--- src/core/adcs_pkg.sv ---
// Shared constants, register map and types of the conversion sequencer.
package adcs_pkg;

  // Fixed counts of the converter module.
  localparam int SLOT_W = 4;
  localparam int NSLOT  = 16;
  localparam int NIRQ   = 4;
  localparam int NPPB   = 4;
  localparam int RES_W  = 16;
  localparam int TS_W   = 16;

  // Register byte addresses.
  localparam logic [7:0] REG_CTRL   = 8'h00;
  localparam logic [7:0] REG_SWF    = 8'h04;
  localparam logic [7:0] REG_BURST  = 8'h08;
  localparam logic [7:0] REG_STAT   = 8'h0C;
  localparam logic [7:0] REG_IRQSEL = 8'h10;
  localparam logic [7:0] REG_IRQFLG = 8'h14;
  localparam logic [1:0] BLK_MISC   = 2'h0;
  localparam logic [1:0] BLK_SLOT   = 2'h1;
  localparam logic [1:0] BLK_RES    = 2'h2;
  localparam logic [1:0] BLK_PPB    = 2'h3;
  localparam logic [1:0] PPB_CFG    = 2'h0;
  localparam logic [1:0] PPB_OFS    = 2'h1;
  localparam logic [1:0] PPB_LIM    = 2'h2;

  // Trigger source codes of a slot or of the burst trigger.
  localparam logic [4:0] TRG_TMR_A  = 5'h01;
  localparam logic [4:0] TRG_TMR_B  = 5'h04;
  localparam logic [4:0] TRG_EXT    = 5'h07;
  localparam logic [4:0] TRG_PWM    = 5'h08;
  localparam logic [1:0] ITRG_FIRST  = 2'h1;
  localparam logic [1:0] ITRG_SECOND = 2'h2;

  // Values after reset and masks.
  localparam logic [9:0]  CTRL_RST    = 10'h000;
  localparam logic [15:0] NARROW_MASK = 16'h0FFF;
  localparam logic [8:0]  ACQ_DONE    = 9'h000;

  typedef enum logic [1:0] {
    PRIO_RR    = 2'b00,
    PRIO_HP    = 2'b01,
    PRIO_BURST = 2'b10
  } adcs_prio_t;

  typedef enum logic [1:0] {
    ST_IDLE  = 2'b00,
    ST_ACQ   = 2'b01,
    ST_CONV  = 2'b10,
    ST_WRITE = 2'b11
  } adcs_state_t;

  typedef struct packed {
    logic [4:0] hp_cnt;
    adcs_prio_t mode;
    logic       wide;
    logic       eoc_start;
    logic       en;
  } adcs_ctrl_t;

  typedef struct packed {
    logic [1:0] itrig;
    logic [8:0] acq;
    logic [4:0] chan;
    logic [4:0] trig;
  } adcs_slot_t;

  typedef struct packed {
    logic              irq_en;
    logic              trip_en;
    logic [SLOT_W-1:0] slot;
  } adcs_ppb_cfg_t;

  typedef struct packed {
    logic       sample;
    logic       start;
    logic       wide;
    logic [4:0] chan;
  } adcs_core_req_t;

endpackage

--- src/core/adcs_res_mem.sv ---
// Result storage, one word per conversion slot, registered read.
`timescale 1ns/1ps
module adcs_res_mem #(
  parameter int DEPTH = 16,
  parameter int AW    = 4,
  parameter int W     = 16
) (
  // Clock and reset
  input  wire logic          clk,
  input  wire logic          rst_n,
  // Write port
  input  wire logic          we,
  input  wire logic [AW-1:0] waddr,
  input  wire logic [W-1:0]  wdata,
  // Read port
  input  wire logic [AW-1:0] raddr,
  output logic      [W-1:0]  rdata_q
);

  logic [W-1:0] mem_q [DEPTH];

  always_ff @(posedge clk) begin
    if (we) begin
      mem_q[waddr] <= wdata;
    end
    if (!rst_n) begin
      rdata_q <= '0;
    end else begin
      rdata_q <= mem_q[raddr];
    end
  end

endmodule

--- src/core/adcs_ppb.sv ---
// Post-processing block: offset, error, limits, zero crossing, delay.
`timescale 1ns/1ps
module adcs_ppb (
  // Clock and reset
  input  wire logic                  clk,
  input  wire logic                  rst_n,
  // Settings
  input  adcs_pkg::adcs_ppb_cfg_t    cfg,
  input  wire logic signed [15:0]    offset,
  input  wire logic signed [15:0]    setpt,
  input  wire logic signed [15:0]    lim_hi,
  input  wire logic signed [15:0]    lim_lo,
  // Result being written
  input  wire logic                  res_vld,
  input  wire logic [3:0]            res_slot,
  input  wire logic signed [15:0]    raw,
  // Sampling start
  input  wire logic                  smp_vld,
  input  wire logic [3:0]            smp_slot,
  input  wire logic [15:0]           smp_dly,
  // Outputs
  output logic                       link,
  output logic signed [15:0]         corr,
  output logic signed [15:0]         err_q,
  output logic [15:0]                dly_q,
  output logic                       evt_q
);

  logic signed [15:0] err_d;
  logic [15:0]        dly_d;
  logic               evt_d;
  logic               seen_q;
  logic               seen_d;

  always_comb begin
    link   = res_slot == cfg.slot;
    corr   = raw - offset;
    err_d  = err_q;
    dly_d  = dly_q;
    evt_d  = 1'b0;
    seen_d = seen_q;
    if (res_vld && link) begin
      err_d  = corr - setpt;
      // Zero crossing needs one earlier sample to compare signs against.
      evt_d  = (err_d > lim_hi) || (err_d < lim_lo) ||
               (seen_q && (err_d[15] != err_q[15]));
      seen_d = 1'b1;
    end
    if (smp_vld && smp_slot == cfg.slot) begin
      dly_d = smp_dly;
    end
  end

  always_ff @(posedge clk) begin
    if (!rst_n) begin
      err_q  <= '0;
      dly_q  <= '0;
      evt_q  <= 1'b0;
      seen_q <= 1'b0;
    end else begin
      err_q  <= err_d;
      dly_q  <= dly_d;
      evt_q  <= evt_d;
      seen_q <= seen_d;
    end
  end

endmodule

--- src/core/adcs_top.sv ---
// Conversion sequencer: slots, triggers, arbitration, events, registers.
//
// How it works
// - Each slot holds its own trigger, channel and acquisition window.
// - One trigger pends every slot that selects it; they convert in turn.
// - Slots may share trigger and channel, giving oversampled results.
// - Triggers: timers of both subsystems, pulse modulators, pin, software.
// - Setting of the first or second interrupt flag can trigger slots.
// - Default round robin; pointer moves past each served slot and wraps.
// - High-priority slots pre-empt; round robin resumes where it stopped.
// - High priority covers slots zero upward, as many as configured.
// - Two high-priority slots at once: the lower number goes first.
// - Burst: one trigger pends a programmed number of successive slots.
// - Four interrupt lines, each set by the end of any chosen slot.
// - End pulse at conversion start or one cycle before result write.
// - Four post-processing blocks, each linked to any result.
// - The lowest-numbered linked block removes its offset from the stored result.
// - A linked block computes result minus set-point as an error.
// - Limit or zero-crossing events raise an interrupt and/or a trip.
// - Delay from trigger to sampling start is captured for software.
// - Wide results for differential inputs, twelve bits for single-ended.
//
// The register offsets and strobed register access are this design's own decisions.
`timescale 1ns/1ps
module adcs_top #(
  parameter int NPWM = 16
) (
  // Clock and reset
  input  wire logic                          clk,
  input  wire logic                          rst_n,
  // Register port
  input  wire logic [7:0]                    reg_addr,
  input  wire logic [31:0]                   reg_wdata,
  input  wire logic                          reg_wr,
  input  wire logic                          reg_rd,
  output logic      [31:0]                   reg_rdata,
  // Trigger sources
  input  wire logic [2:0]                    tmr_a_trig,
  input  wire logic [2:0]                    tmr_b_trig,
  input  wire logic [NPWM-1:0]               pwm_trig,
  input  wire logic                          ext_trig_pin,
  // Converter core
  output adcs_pkg::adcs_core_req_t           core_req_q,
  input  wire logic                          core_done,
  input  wire logic [15:0]                   core_data,
  // Events
  output logic      [adcs_pkg::NIRQ-1:0]     irq_lines_q,
  output logic      [adcs_pkg::NPPB-1:0]     ppb_irq_q,
  output logic      [adcs_pkg::NPPB-1:0]     ppb_trip_q
);

  localparam int NS = adcs_pkg::NSLOT;
  localparam int SW = adcs_pkg::SLOT_W;
  localparam int NI = adcs_pkg::NIRQ;
  localparam int NP = adcs_pkg::NPPB;

  // Configuration and events.
  adcs_pkg::adcs_ctrl_t    ctrl_q, ctrl_d;
  adcs_pkg::adcs_slot_t    slot_q [NS];
  adcs_pkg::adcs_slot_t    slot_d [NS];
  adcs_pkg::adcs_ppb_cfg_t pcfg_q [NP];
  adcs_pkg::adcs_ppb_cfg_t pcfg_d [NP];
  logic signed [15:0]      poff_q [NP];
  logic signed [15:0]      poff_d [NP];
  logic signed [15:0]      psp_q  [NP];
  logic signed [15:0]      psp_d  [NP];
  logic signed [15:0]      phi_q  [NP];
  logic signed [15:0]      phi_d  [NP];
  logic signed [15:0]      plo_q  [NP];
  logic signed [15:0]      plo_d  [NP];
  logic [7:0]              irqsel_q [NI];
  logic [7:0]              irqsel_d [NI];
  logic [4:0]              btrig_q, btrig_d;
  logic [SW-1:0]           bsize_q, bsize_d;
  logic [31:0]             rdata_q, rdata_d;
  logic                    rdres_q, rdres_d;
  logic [NI-1:0]           irq_d;
  logic [NP-1:0]           pirq_d, ptrip_d;

  // Sequencer.
  adcs_pkg::adcs_state_t   st_q, st_d;
  adcs_pkg::adcs_core_req_t req_d;
  logic [NS-1:0]           pend_q, pend_d, pset, clr, hp;
  logic [15:0]             tstamp_q [NS];
  logic [15:0]             tstamp_d [NS];
  logic [15:0]             ts_q, ts_d, raw_q, raw_d, wr_val;
  logic [SW-1:0]           rr_q, rr_d, cur_q, cur_d, pick, hp_pick, rr_pick;
  logic [8:0]              cnt_q, cnt_d;
  logic [2:0]              ext_s_q, ext_s_d;
  logic                    ext_lvl_q, ext_lvl_d;
  logic [31:0]             src;
  logic [NI-1:0]           irq_set, irq_rise;
  logic                    eoc, go, hpf, bfire;

  // Post-processing block wiring.
  logic [NP-1:0]           link, evt;
  logic signed [15:0]      corr [NP];
  logic signed [15:0]      perr [NP];
  logic [15:0]             pdly [NP];
  logic [15:0]             mem_rdata;

  for (genvar k = 0; k < NP; k++) begin : g_ppb
    adcs_ppb u_ppb (
      .clk      (clk),
      .rst_n    (rst_n),
      .cfg      (pcfg_q[k]),
      .offset   (poff_q[k]),
      .setpt    (psp_q[k]),
      .lim_hi   (phi_q[k]),
      .lim_lo   (plo_q[k]),
      .res_vld  (st_q == adcs_pkg::ST_WRITE),
      .res_slot (cur_q),
      .raw      (raw_q),
      .smp_vld  (go),
      .smp_slot (pick),
      .smp_dly  (ts_q - tstamp_q[pick]),
      .link     (link[k]),
      .corr     (corr[k]),
      .err_q    (perr[k]),
      .dly_q    (pdly[k]),
      .evt_q    (evt[k])
    );
  end

  adcs_res_mem #(.DEPTH(NS), .AW(SW), .W(adcs_pkg::RES_W)) u_mem (
    .clk     (clk),
    .rst_n   (rst_n),
    .we      (st_q == adcs_pkg::ST_WRITE),
    .waddr   (cur_q),
    .wdata   (wr_val),
    .raddr   (reg_addr[5:2]),
    .rdata_q (mem_rdata)
  );

  // Result reads come from the memory's own output register.
  assign reg_rdata = rdres_q ? {16'h0000, mem_rdata} : rdata_q;

  always_comb begin
    logic [SW-1:0] idx;
    logic          hw;
    logic          found;
    idx     = '0;
    hw      = 1'b0;
    found   = 1'b0;
    hpf     = 1'b0;
    hp_pick = '0;
    rr_pick = '0;
    // Only the second and third flip-flops are compared.
    ext_s_d   = {ext_s_q[1:0], ext_trig_pin};
    ext_lvl_d = (ext_s_q[1] == ext_s_q[2]) ? ext_s_q[2] : ext_lvl_q;
    src = '0;
    src[adcs_pkg::TRG_TMR_A +: 3]  = tmr_a_trig;
    src[adcs_pkg::TRG_TMR_B +: 3]  = tmr_b_trig;
    src[adcs_pkg::TRG_EXT]         = ext_s_q[1] & ext_s_q[2] & ~ext_lvl_q;
    src[adcs_pkg::TRG_PWM +: NPWM] = pwm_trig;
    eoc = ctrl_q.eoc_start ?
          (st_q == adcs_pkg::ST_ACQ && cnt_q == adcs_pkg::ACQ_DONE) :
          (st_q == adcs_pkg::ST_CONV && core_done);
    for (int j = 0; j < NI; j++) begin
      irq_set[j] = eoc && irqsel_q[j][7] && irqsel_q[j][SW-1:0] == cur_q;
    end
    irq_rise = irq_set & ~irq_lines_q;
    bfire = ctrl_q.mode == adcs_pkg::PRIO_BURST && src[btrig_q];
    for (int i = 0; i < NS; i++) begin
      hp[i] = ctrl_q.mode == adcs_pkg::PRIO_HP &&
              5'(i) < ctrl_q.hp_cnt;
      hw = src[slot_q[i].trig] ||
           (slot_q[i].itrig == adcs_pkg::ITRG_FIRST && irq_rise[0]) ||
           (slot_q[i].itrig == adcs_pkg::ITRG_SECOND && irq_rise[1]);
      // In burst mode slots answer only to the burst trigger and to software.
      if (ctrl_q.mode == adcs_pkg::PRIO_BURST) begin
        hw = 1'b0;
      end
      pset[i] = hw || (reg_wr && reg_addr == adcs_pkg::REG_SWF &&
                reg_wdata[i]) ||
                (bfire && SW'(SW'(i) - rr_q) <= bsize_q);
    end
    for (int i = NS - 1; i >= 0; i--) begin
      if (pend_q[i] && hp[i]) begin
        hp_pick = SW'(i);
        hpf     = 1'b1;
      end
    end
    for (int k = NS - 1; k >= 0; k--) begin
      idx = rr_q + SW'(k);
      if (pend_q[idx] && !hp[idx]) begin
        rr_pick = idx;
        found   = 1'b1;
      end
    end
    pick = hpf ? hp_pick : rr_pick;
    go   = ctrl_q.en && st_q == adcs_pkg::ST_IDLE && (hpf || found);
    clr   = '0;
    st_d  = st_q;
    cur_d = cur_q;
    cnt_d = cnt_q;
    rr_d  = rr_q;
    raw_d = raw_q;
    req_d = core_req_q;
    case (st_q)
      adcs_pkg::ST_IDLE: begin
        if (go) begin
          clr[pick]    = 1'b1;
          cur_d        = pick;
          cnt_d        = slot_q[pick].acq;
          req_d.sample = 1'b1;
          req_d.chan   = slot_q[pick].chan;
          st_d         = adcs_pkg::ST_ACQ;
          if (!hpf) begin
            rr_d = pick + 4'h1;
          end
        end
      end
      adcs_pkg::ST_ACQ: begin
        if (cnt_q == adcs_pkg::ACQ_DONE) begin
          req_d.sample = 1'b0;
          req_d.start  = 1'b1;
          st_d         = adcs_pkg::ST_CONV;
        end else begin
          cnt_d = cnt_q - 9'h001;
        end
      end
      adcs_pkg::ST_CONV: begin
        req_d.start = 1'b0;
        if (core_done) begin
          raw_d = ctrl_q.wide ? core_data :
                  (core_data & adcs_pkg::NARROW_MASK);
          st_d  = adcs_pkg::ST_WRITE;
        end
      end
      adcs_pkg::ST_WRITE: begin
        st_d = adcs_pkg::ST_IDLE;
      end
      default: begin
        st_d = adcs_pkg::ST_IDLE;
      end
    endcase
    req_d.wide = ctrl_q.wide;
    // A trigger in the cycle its slot starts stays pending.
    pend_d = (pend_q & ~clr) | pset;
    for (int i = 0; i < NS; i++) begin
      tstamp_d[i] = (pset[i] && (!pend_q[i] || clr[i])) ? ts_q : tstamp_q[i];
    end
    ts_d   = ts_q + 16'h0001;
    wr_val = raw_q;
    for (int k = NP - 1; k >= 0; k--) begin
      if (link[k]) begin
        wr_val = corr[k];
      end
    end
  end

  always_ff @(posedge clk) begin
    if (!rst_n) begin
      st_q       <= adcs_pkg::ST_IDLE;
      core_req_q <= '0;
      pend_q     <= '0;
      tstamp_q   <= '{default: '0};
      ts_q       <= '0;
      rr_q       <= '0;
      cur_q      <= '0;
      cnt_q      <= '0;
      raw_q      <= '0;
      ext_s_q    <= '0;
      ext_lvl_q  <= 1'b0;
    end else begin
      st_q       <= st_d;
      core_req_q <= req_d;
      pend_q     <= pend_d;
      tstamp_q   <= tstamp_d;
      ts_q       <= ts_d;
      rr_q       <= rr_d;
      cur_q      <= cur_d;
      cnt_q      <= cnt_d;
      raw_q      <= raw_d;
      ext_s_q    <= ext_s_d;
      ext_lvl_q  <= ext_lvl_d;
    end
  end

  always_comb begin
    ctrl_d   = ctrl_q;
    slot_d   = slot_q;
    pcfg_d   = pcfg_q;
    poff_d   = poff_q;
    psp_d    = psp_q;
    phi_d    = phi_q;
    plo_d    = plo_q;
    irqsel_d = irqsel_q;
    btrig_d  = btrig_q;
    bsize_d  = bsize_q;
    rdata_d  = '0;
    rdres_d  = reg_rd && reg_addr[7:6] == adcs_pkg::BLK_RES;
    irq_d    = irq_lines_q;
    pirq_d   = ppb_irq_q;
    if (reg_wr) begin
      case (reg_addr[7:6])
        adcs_pkg::BLK_MISC: begin
          case (reg_addr)
            adcs_pkg::REG_CTRL: ctrl_d = adcs_pkg::adcs_ctrl_t'(reg_wdata[9:0]);
            adcs_pkg::REG_BURST: begin
              btrig_d = reg_wdata[4:0];
              bsize_d = reg_wdata[11:8];
            end
            adcs_pkg::REG_IRQSEL: begin
              for (int j = 0; j < NI; j++) begin
                irqsel_d[j] = reg_wdata[8*j +: 8];
              end
            end
            adcs_pkg::REG_IRQFLG: begin
              irq_d  = irq_lines_q & ~reg_wdata[NI-1:0];
              pirq_d = ppb_irq_q & ~reg_wdata[NI +: NP];
            end
            default: ;
          endcase
        end
        adcs_pkg::BLK_SLOT: begin
          slot_d[reg_addr[5:2]] = adcs_pkg::adcs_slot_t'(reg_wdata[20:0]);
        end
        adcs_pkg::BLK_PPB: begin
          case (reg_addr[3:2])
            adcs_pkg::PPB_CFG: begin
              pcfg_d[reg_addr[5:4]] = adcs_pkg::adcs_ppb_cfg_t'(reg_wdata[5:0]);
            end
            adcs_pkg::PPB_OFS: begin
              poff_d[reg_addr[5:4]] = reg_wdata[15:0];
              psp_d[reg_addr[5:4]]  = reg_wdata[31:16];
            end
            adcs_pkg::PPB_LIM: begin
              phi_d[reg_addr[5:4]] = reg_wdata[15:0];
              plo_d[reg_addr[5:4]] = reg_wdata[31:16];
            end
            default: ;
          endcase
        end
        default: ;
      endcase
    end
    // Hardware sets win over a clear in the same cycle.
    irq_d = irq_d | irq_set;
    for (int k = 0; k < NP; k++) begin
      pirq_d[k]  = pirq_d[k] | (evt[k] & pcfg_q[k].irq_en);
      ptrip_d[k] = evt[k] & pcfg_q[k].trip_en;
    end
    if (reg_rd) begin
      case (reg_addr[7:6])
        adcs_pkg::BLK_MISC: begin
          case (reg_addr)
            adcs_pkg::REG_CTRL:   rdata_d = {22'h000000, ctrl_q};
            adcs_pkg::REG_BURST:  rdata_d = {20'h00000, bsize_q, 3'h0, btrig_q};
            adcs_pkg::REG_STAT:   rdata_d = {7'h00, st_q != adcs_pkg::ST_IDLE,
                                             cur_q, rr_q, pend_q};
            adcs_pkg::REG_IRQSEL: begin
              for (int j = 0; j < NI; j++) begin
                rdata_d[8*j +: 8] = irqsel_q[j];
              end
            end
            adcs_pkg::REG_IRQFLG: rdata_d = {24'h000000, ppb_irq_q, irq_lines_q};
            default: ;
          endcase
        end
        adcs_pkg::BLK_SLOT: rdata_d = {11'h000, slot_q[reg_addr[5:2]]};
        adcs_pkg::BLK_PPB: begin
          case (reg_addr[3:2])
            adcs_pkg::PPB_CFG: rdata_d = {26'h0000000, pcfg_q[reg_addr[5:4]]};
            adcs_pkg::PPB_OFS: rdata_d = {psp_q[reg_addr[5:4]],
                                          poff_q[reg_addr[5:4]]};
            adcs_pkg::PPB_LIM: rdata_d = {plo_q[reg_addr[5:4]],
                                          phi_q[reg_addr[5:4]]};
            default: rdata_d = {perr[reg_addr[5:4]], pdly[reg_addr[5:4]]};
          endcase
        end
        default: ;
      endcase
    end
  end

  always_ff @(posedge clk) begin
    if (!rst_n) begin
      ctrl_q      <= adcs_pkg::adcs_ctrl_t'(adcs_pkg::CTRL_RST);
      slot_q      <= '{default: '0};
      pcfg_q      <= '{default: '0};
      poff_q      <= '{default: '0};
      psp_q       <= '{default: '0};
      phi_q       <= '{default: '0};
      plo_q       <= '{default: '0};
      irqsel_q    <= '{default: '0};
      btrig_q     <= '0;
      bsize_q     <= '0;
      rdata_q     <= '0;
      rdres_q     <= 1'b0;
      irq_lines_q <= '0;
      ppb_irq_q   <= '0;
      ppb_trip_q  <= '0;
    end else begin
      ctrl_q      <= ctrl_d;
      slot_q      <= slot_d;
      pcfg_q      <= pcfg_d;
      poff_q      <= poff_d;
      psp_q       <= psp_d;
      phi_q       <= phi_d;
      plo_q       <= plo_d;
      irqsel_q    <= irqsel_d;
      btrig_q     <= btrig_d;
      bsize_q     <= bsize_d;
      rdata_q     <= rdata_d;
      rdres_q     <= rdres_d;
      irq_lines_q <= irq_d;
      ppb_irq_q   <= pirq_d;
      ppb_trip_q  <= ptrip_d;
    end
  end
endmodule

--- config.mk ---
export PLATFORM = sky130hd
export DESIGN_NAME = adcs_top
export DESIGN_NICKNAME = d
export VERILOG_FILES = /design/src/core/adcs_pkg.sv /design/src/core/adcs_res_mem.sv /design/src/core/adcs_ppb.sv /design/src/core/adcs_top.sv
export SDC_FILE = /design/constraint.sdc
export NUM_CORES = 2
export LEC_CHECK = 0
export BUFFER_PORTS_ARGS = -buffer_cell sky130_fd_sc_hd__clkbuf_2
export CAP_MARGIN = 20
export CORE_ASPECT_RATIO = 1.4
export CORE_UTILIZATION = 40
export DETAILED_ROUTE_END_ITERATION = 6
export PLACE_DENSITY = 0.68
export SKIP_CTS_REPAIR_TIMING = 1
export SLEW_MARGIN = 30
export SYNTH_ARGS = -nofsm -noshare
export SYNTH_HDL_FRONTEND = slang
export SYNTH_SLANG_ARGS = --single-unit
export TNS_END_PERCENT = 30
--- constraint.sdc ---
create_clock -name clk -period 7.7 [get_ports clk]
set_input_delay 0.385 -clock clk [delete_from_list [all_inputs] [get_ports clk]]
set_output_delay 0.385 -clock clk [all_outputs]
set_load 0.03 [all_outputs]
==> impl_metrics.csv <==
group,metric,value,unit
sta,tightest_slew,1150,ps
grt,grt_usage,28.7,%
floorplanning,io_pins,136,
sta,final-setup-viol-count,0,
pwr,p_per_area,198,nW/um^2
sta,fmaxAchievable,136,MHz
clock_tree,cts_tree,"built",
critical_path,crit_top_cell,"a21oi_1",
critical_path,critPathSlowestCell,"mux4_2",
layout,fillers,18860,
synthesis,synth.largest_area_cell,"dfxtp_1",
synthesis,synth_top_area_share,29.7,%
synthesis,ys.flop_type,"dfxtp_1",
sta,clock-skew-final,37.0,ps
sta,fin_tns_setup,0,ps
sta,setup_ws,330,ps
grt,grt_max_degree,221,
grt,gr-total-overflow,0,
critical_path,crit_type,"flip-flop to flip-flop",
critical_path,cp_max_fo,11,
pwr,p_switching,4910,uW
routing,wl_met1,110000,um
pwr,intPower,12900,uW
placement,gp_congestion,0.965,
synthesis,synth_edf_count,256,
floorplanning,die_area,204000,um^2
placement,place_worst_setup_slack,148,ps
critical_path,end_kind,"flip-flop",
synthesis,syn-cell-area,80800,um^2
layout,nNetsFinal,9041,
worst_hold_path,hp-class,"input port to flip-flop",
sta,holdWs,12.1,ps
clock_tree,numCtsBuffers,147,
layout,area_growth,11.6,%
routing,wire_per_inst,26.4,um
floorplanning,design.core.area,200000,um^2
synthesis,synth_seq_cells,1455,
pwr,vdd_ir_drop_max,0.252,mV
worst_hold_path,min_path_cells,3,
routing,wl_met3,28600,um
floorplanning,rows,194,
clock_tree,clockRootBuffer,"clkbuf_16",
critical_path,max_stage_delay,480,ps
synthesis,netlist_instances,8748,
critical_path,reg2regPathDepth,34,
clock_tree,path_clk_slew,60,ps
sta,slew_violations,0,
placement,hpwl,208000,um
grt,antenna_found_initial,25,
clock_tree,cts.sinks,1455,
placement,io_buffer_count,135,
clock_tree,clockBufferDepth,3,
synthesis,synth_seq_area_share,39.2,%
synthesis,syn_nets,9148,
clock_tree,cts_max_level,4,
floorplanning,fp.dieH,534,um
routing,drt-total-wl,302000,um
sta,finalHoldViolCount,0,
pwr,p_clk_share,43.0,%
critical_path,r2r_end,"g_ppb[1].u_ppb.dly_q[14]$_SDFFE_PN0P_",
routing,vias,68895,
flow_run,maxCapViolations,0,
floorplanning,dieWidth,382,um
sta,finalCritPeriodShare,95.7,%
pwr,swShare,27.6,%
synthesis,synth.most_common_cell,"nand2_1",
layout,drive_gt1_share,15.7,%
grt,grt_pass1_vias,66649,
pwr,power.leakage,0.0321,uW
sta,slew_headroom,21.4,%
routing,drc_errors,18,
routing,first_pass_iters,7,
grt,grt_pass1_wl,439000,um
synthesis,async_flop_share,0,%
routing,drt_iter0_markers,8485,
layout,layout.area.seq,31700,um^2
synthesis,ys_warn_count,0,
synthesis,avgSynthCellArea,9.24,um^2
clock_tree,clk_latency,840,ps
routing,viasPerCell,6.03,
pwr,share_comb_of_total_power,13.4,%
outcome,violations,"DRC",
floorplanning,initial_core_util,40.4,%
critical_path,worstPathRequired,8380,ps
synthesis,synth.top_cells.by_count,"1701 x nand2_1, 1199 x dfxtp_1, 923 x a21oi_1",
routing,ant_nets,0,
routing,top_layer_used,"met5",
sta,post-route-min-period,7370,ps
layout,multi_input_area,45100,um^2
synthesis,synthDistinctLibCells,118,
critical_path,r2r_setup_slack,330,ps
outcome,outcome,"complete, but fails checks",
layout,final_util,45.1,%
critical_path,start_kind,"flip-flop",
pwr,total_power,17800,uW
synthesis,yosys-top-cells-area,"dfxtp_1 30%, mux4_2 11%, edfxtp_1 9.5%",
worst_hold_path,min_from,"reg_wdata[22]",
critical_path,cp.arrival,8050,ps
worst_hold_path,holdPathEnd,"irqsel_q[14]$_SDFFE_PN0P_",
pwr,seqPwrFrac,43.7,%
routing,dr_wl_met2,139000,um
critical_path,r2r_start,"rr_q[0]$_SDFFE_PN0P_",
## state kept, by name, indices dropped and copies added (netlist names), 24 cells and up
register and flops:
g_ppb.u_ppb.dly_q 64, u_mem.mem_q 256, rdata_q 32, g_ppb.u_ppb.err_q 64, plo_q 64, irqsel_q 32
phi_q 64, slot_q 336, psp_q 64, poff_q 64, pcfg_q 24, tstamp_q 256
## area by class of cell
| class | count | area share (%) |
|---|---|---|
| Inverter | 389 | 1.63 |
| Multi-Input combinational cell | 6186 | 50.0 |
| Antenna cell | 12 | 0.0333 |
| Tap cell | 2646 | 3.67 |
| Timing Repair Buffer | 462 | 3.87 |
| Clock buffer | 203 | 4.64 |
| Clock inverter | 66 | 1.04 |
| Sequential cell | 1455 | 35.1 |
## metal layers
layer	vias to the layer above	global-route usage (%)
met4	14	20.2
li1	30576	-
met2	3890	46.2
met5	-	0
met3	1038	6.07
met1	33377	34.0
## metrics by stage
stage	cell area, um^2	cells
final	90200	11419
after global routing	90200	11408
after CTS	89600	11378
after detailed placement	84400	11109
after global placement	84300	11098
after floorplan	80800	8748
## worst max path at each step
stage / cells past startpoint / start / slack (ps) / endpoint
after floorplan: 38 / rr_q[2]$_SDFFE_PN0P_ / 180 / g_ppb[1].u_ppb.dly_q[14]$_SDFFE_PN0P_
after global placement: 30 / ctrl_q[9]$_SDFFE_PN0P_ / 230 / g_ppb[1].u_ppb.dly_q[15]$_SDFFE_PN0P_
after detailed placement: 29 / ctrl_q[3]$_SDFFE_PN0P_ / 150 / g_ppb[2].u_ppb.dly_q[15]$_SDFFE_PN0P_
after CTS: 29 / ctrl_q[3]$_SDFFE_PN0P_ / 120 / g_ppb[2].u_ppb.dly_q[15]$_SDFFE_PN0P_
after global routing: 33 / rr_q[1]$_SDFFE_PN0P_ / -40 / g_ppb[1].u_ppb.dly_q[15]$_SDFFE_PN0P_
final: 34 / rr_q[0]$_SDFFE_PN0P_ / 330 / g_ppb[1].u_ppb.dly_q[14]$_SDFFE_PN0P_
## cell usage in the layout, fill, tap and decap left out, types with 29 or more instances in the layout
master	synthesis	layout
nand4_1	31	31
dfxtp_1	1199	1194
nor2_1	615	578
mux2i_1	597	597
o21a_1	47	47
o21ai_0	216	205
nand2b_1	41	41
a32oi_1	30	29
a211oi_1	66	64
inv_1	380	380
edfxtp_1	256	256
and2_1	51	51
a22oi_1	50	50
o31ai_1	40	39
clkbuf_16	0	149
clkbuf_2	5	130
mux4_2	406	406
nor2_2	4	32
nand3_1	85	84
ha_1	307	304
a21o_1	38	37
mux2_2	105	105
a22o_1	33	33
buf_4	36	279
nand2_1	1701	1694
nor3_1	80	70
xnor2_1	107	107
xor2_1	68	67
a21oi_1	923	919
nor2b_1	71	62
## critical path: cells and delay by family (launching register included)
kind	cells	cell delay, ps
adders and majority gates	3	900
and+or+nand+nor	7	1430
AOI/OAI and AO/OA	18	3390
muxes	3	760
buffers and inverters	3	320
DFF	1	410
## cell families (layout without fill, tap and decap cells)
logic type | Yosys count | count (layout) | share of synthesized area (%)
and+or+nand+nor | 2836 | 2836 | 14.8
AOI/OAI and AO/OA | 1743 | 1743 | 13.2
DFF | 1455 | 1455 | 39.2
muxes | 1111 | 1111 | 20.2
buffers and inverters | 1107 | 1120 | 5.60
adders and majority gates | 316 | 316 | 4.98
xor gates and xnor gates | 180 | 180 | 2.00
other | 0 | 12 | 0
## power groups by stage
stage / Clock [uW] / Combinational [uW] / Sequential (uW)
after floorplan: 0 / 1510 / 7930
after global placement: 0 / 2250 / 7950
after detailed placement: 0 / 2290 / 7950
after CTS: 7700 / 2300 / 7780
after global routing: 8000 / 2510 / 7780
final: 7650 / 2380 / 7780
Power figures use the tool's default switching activity.
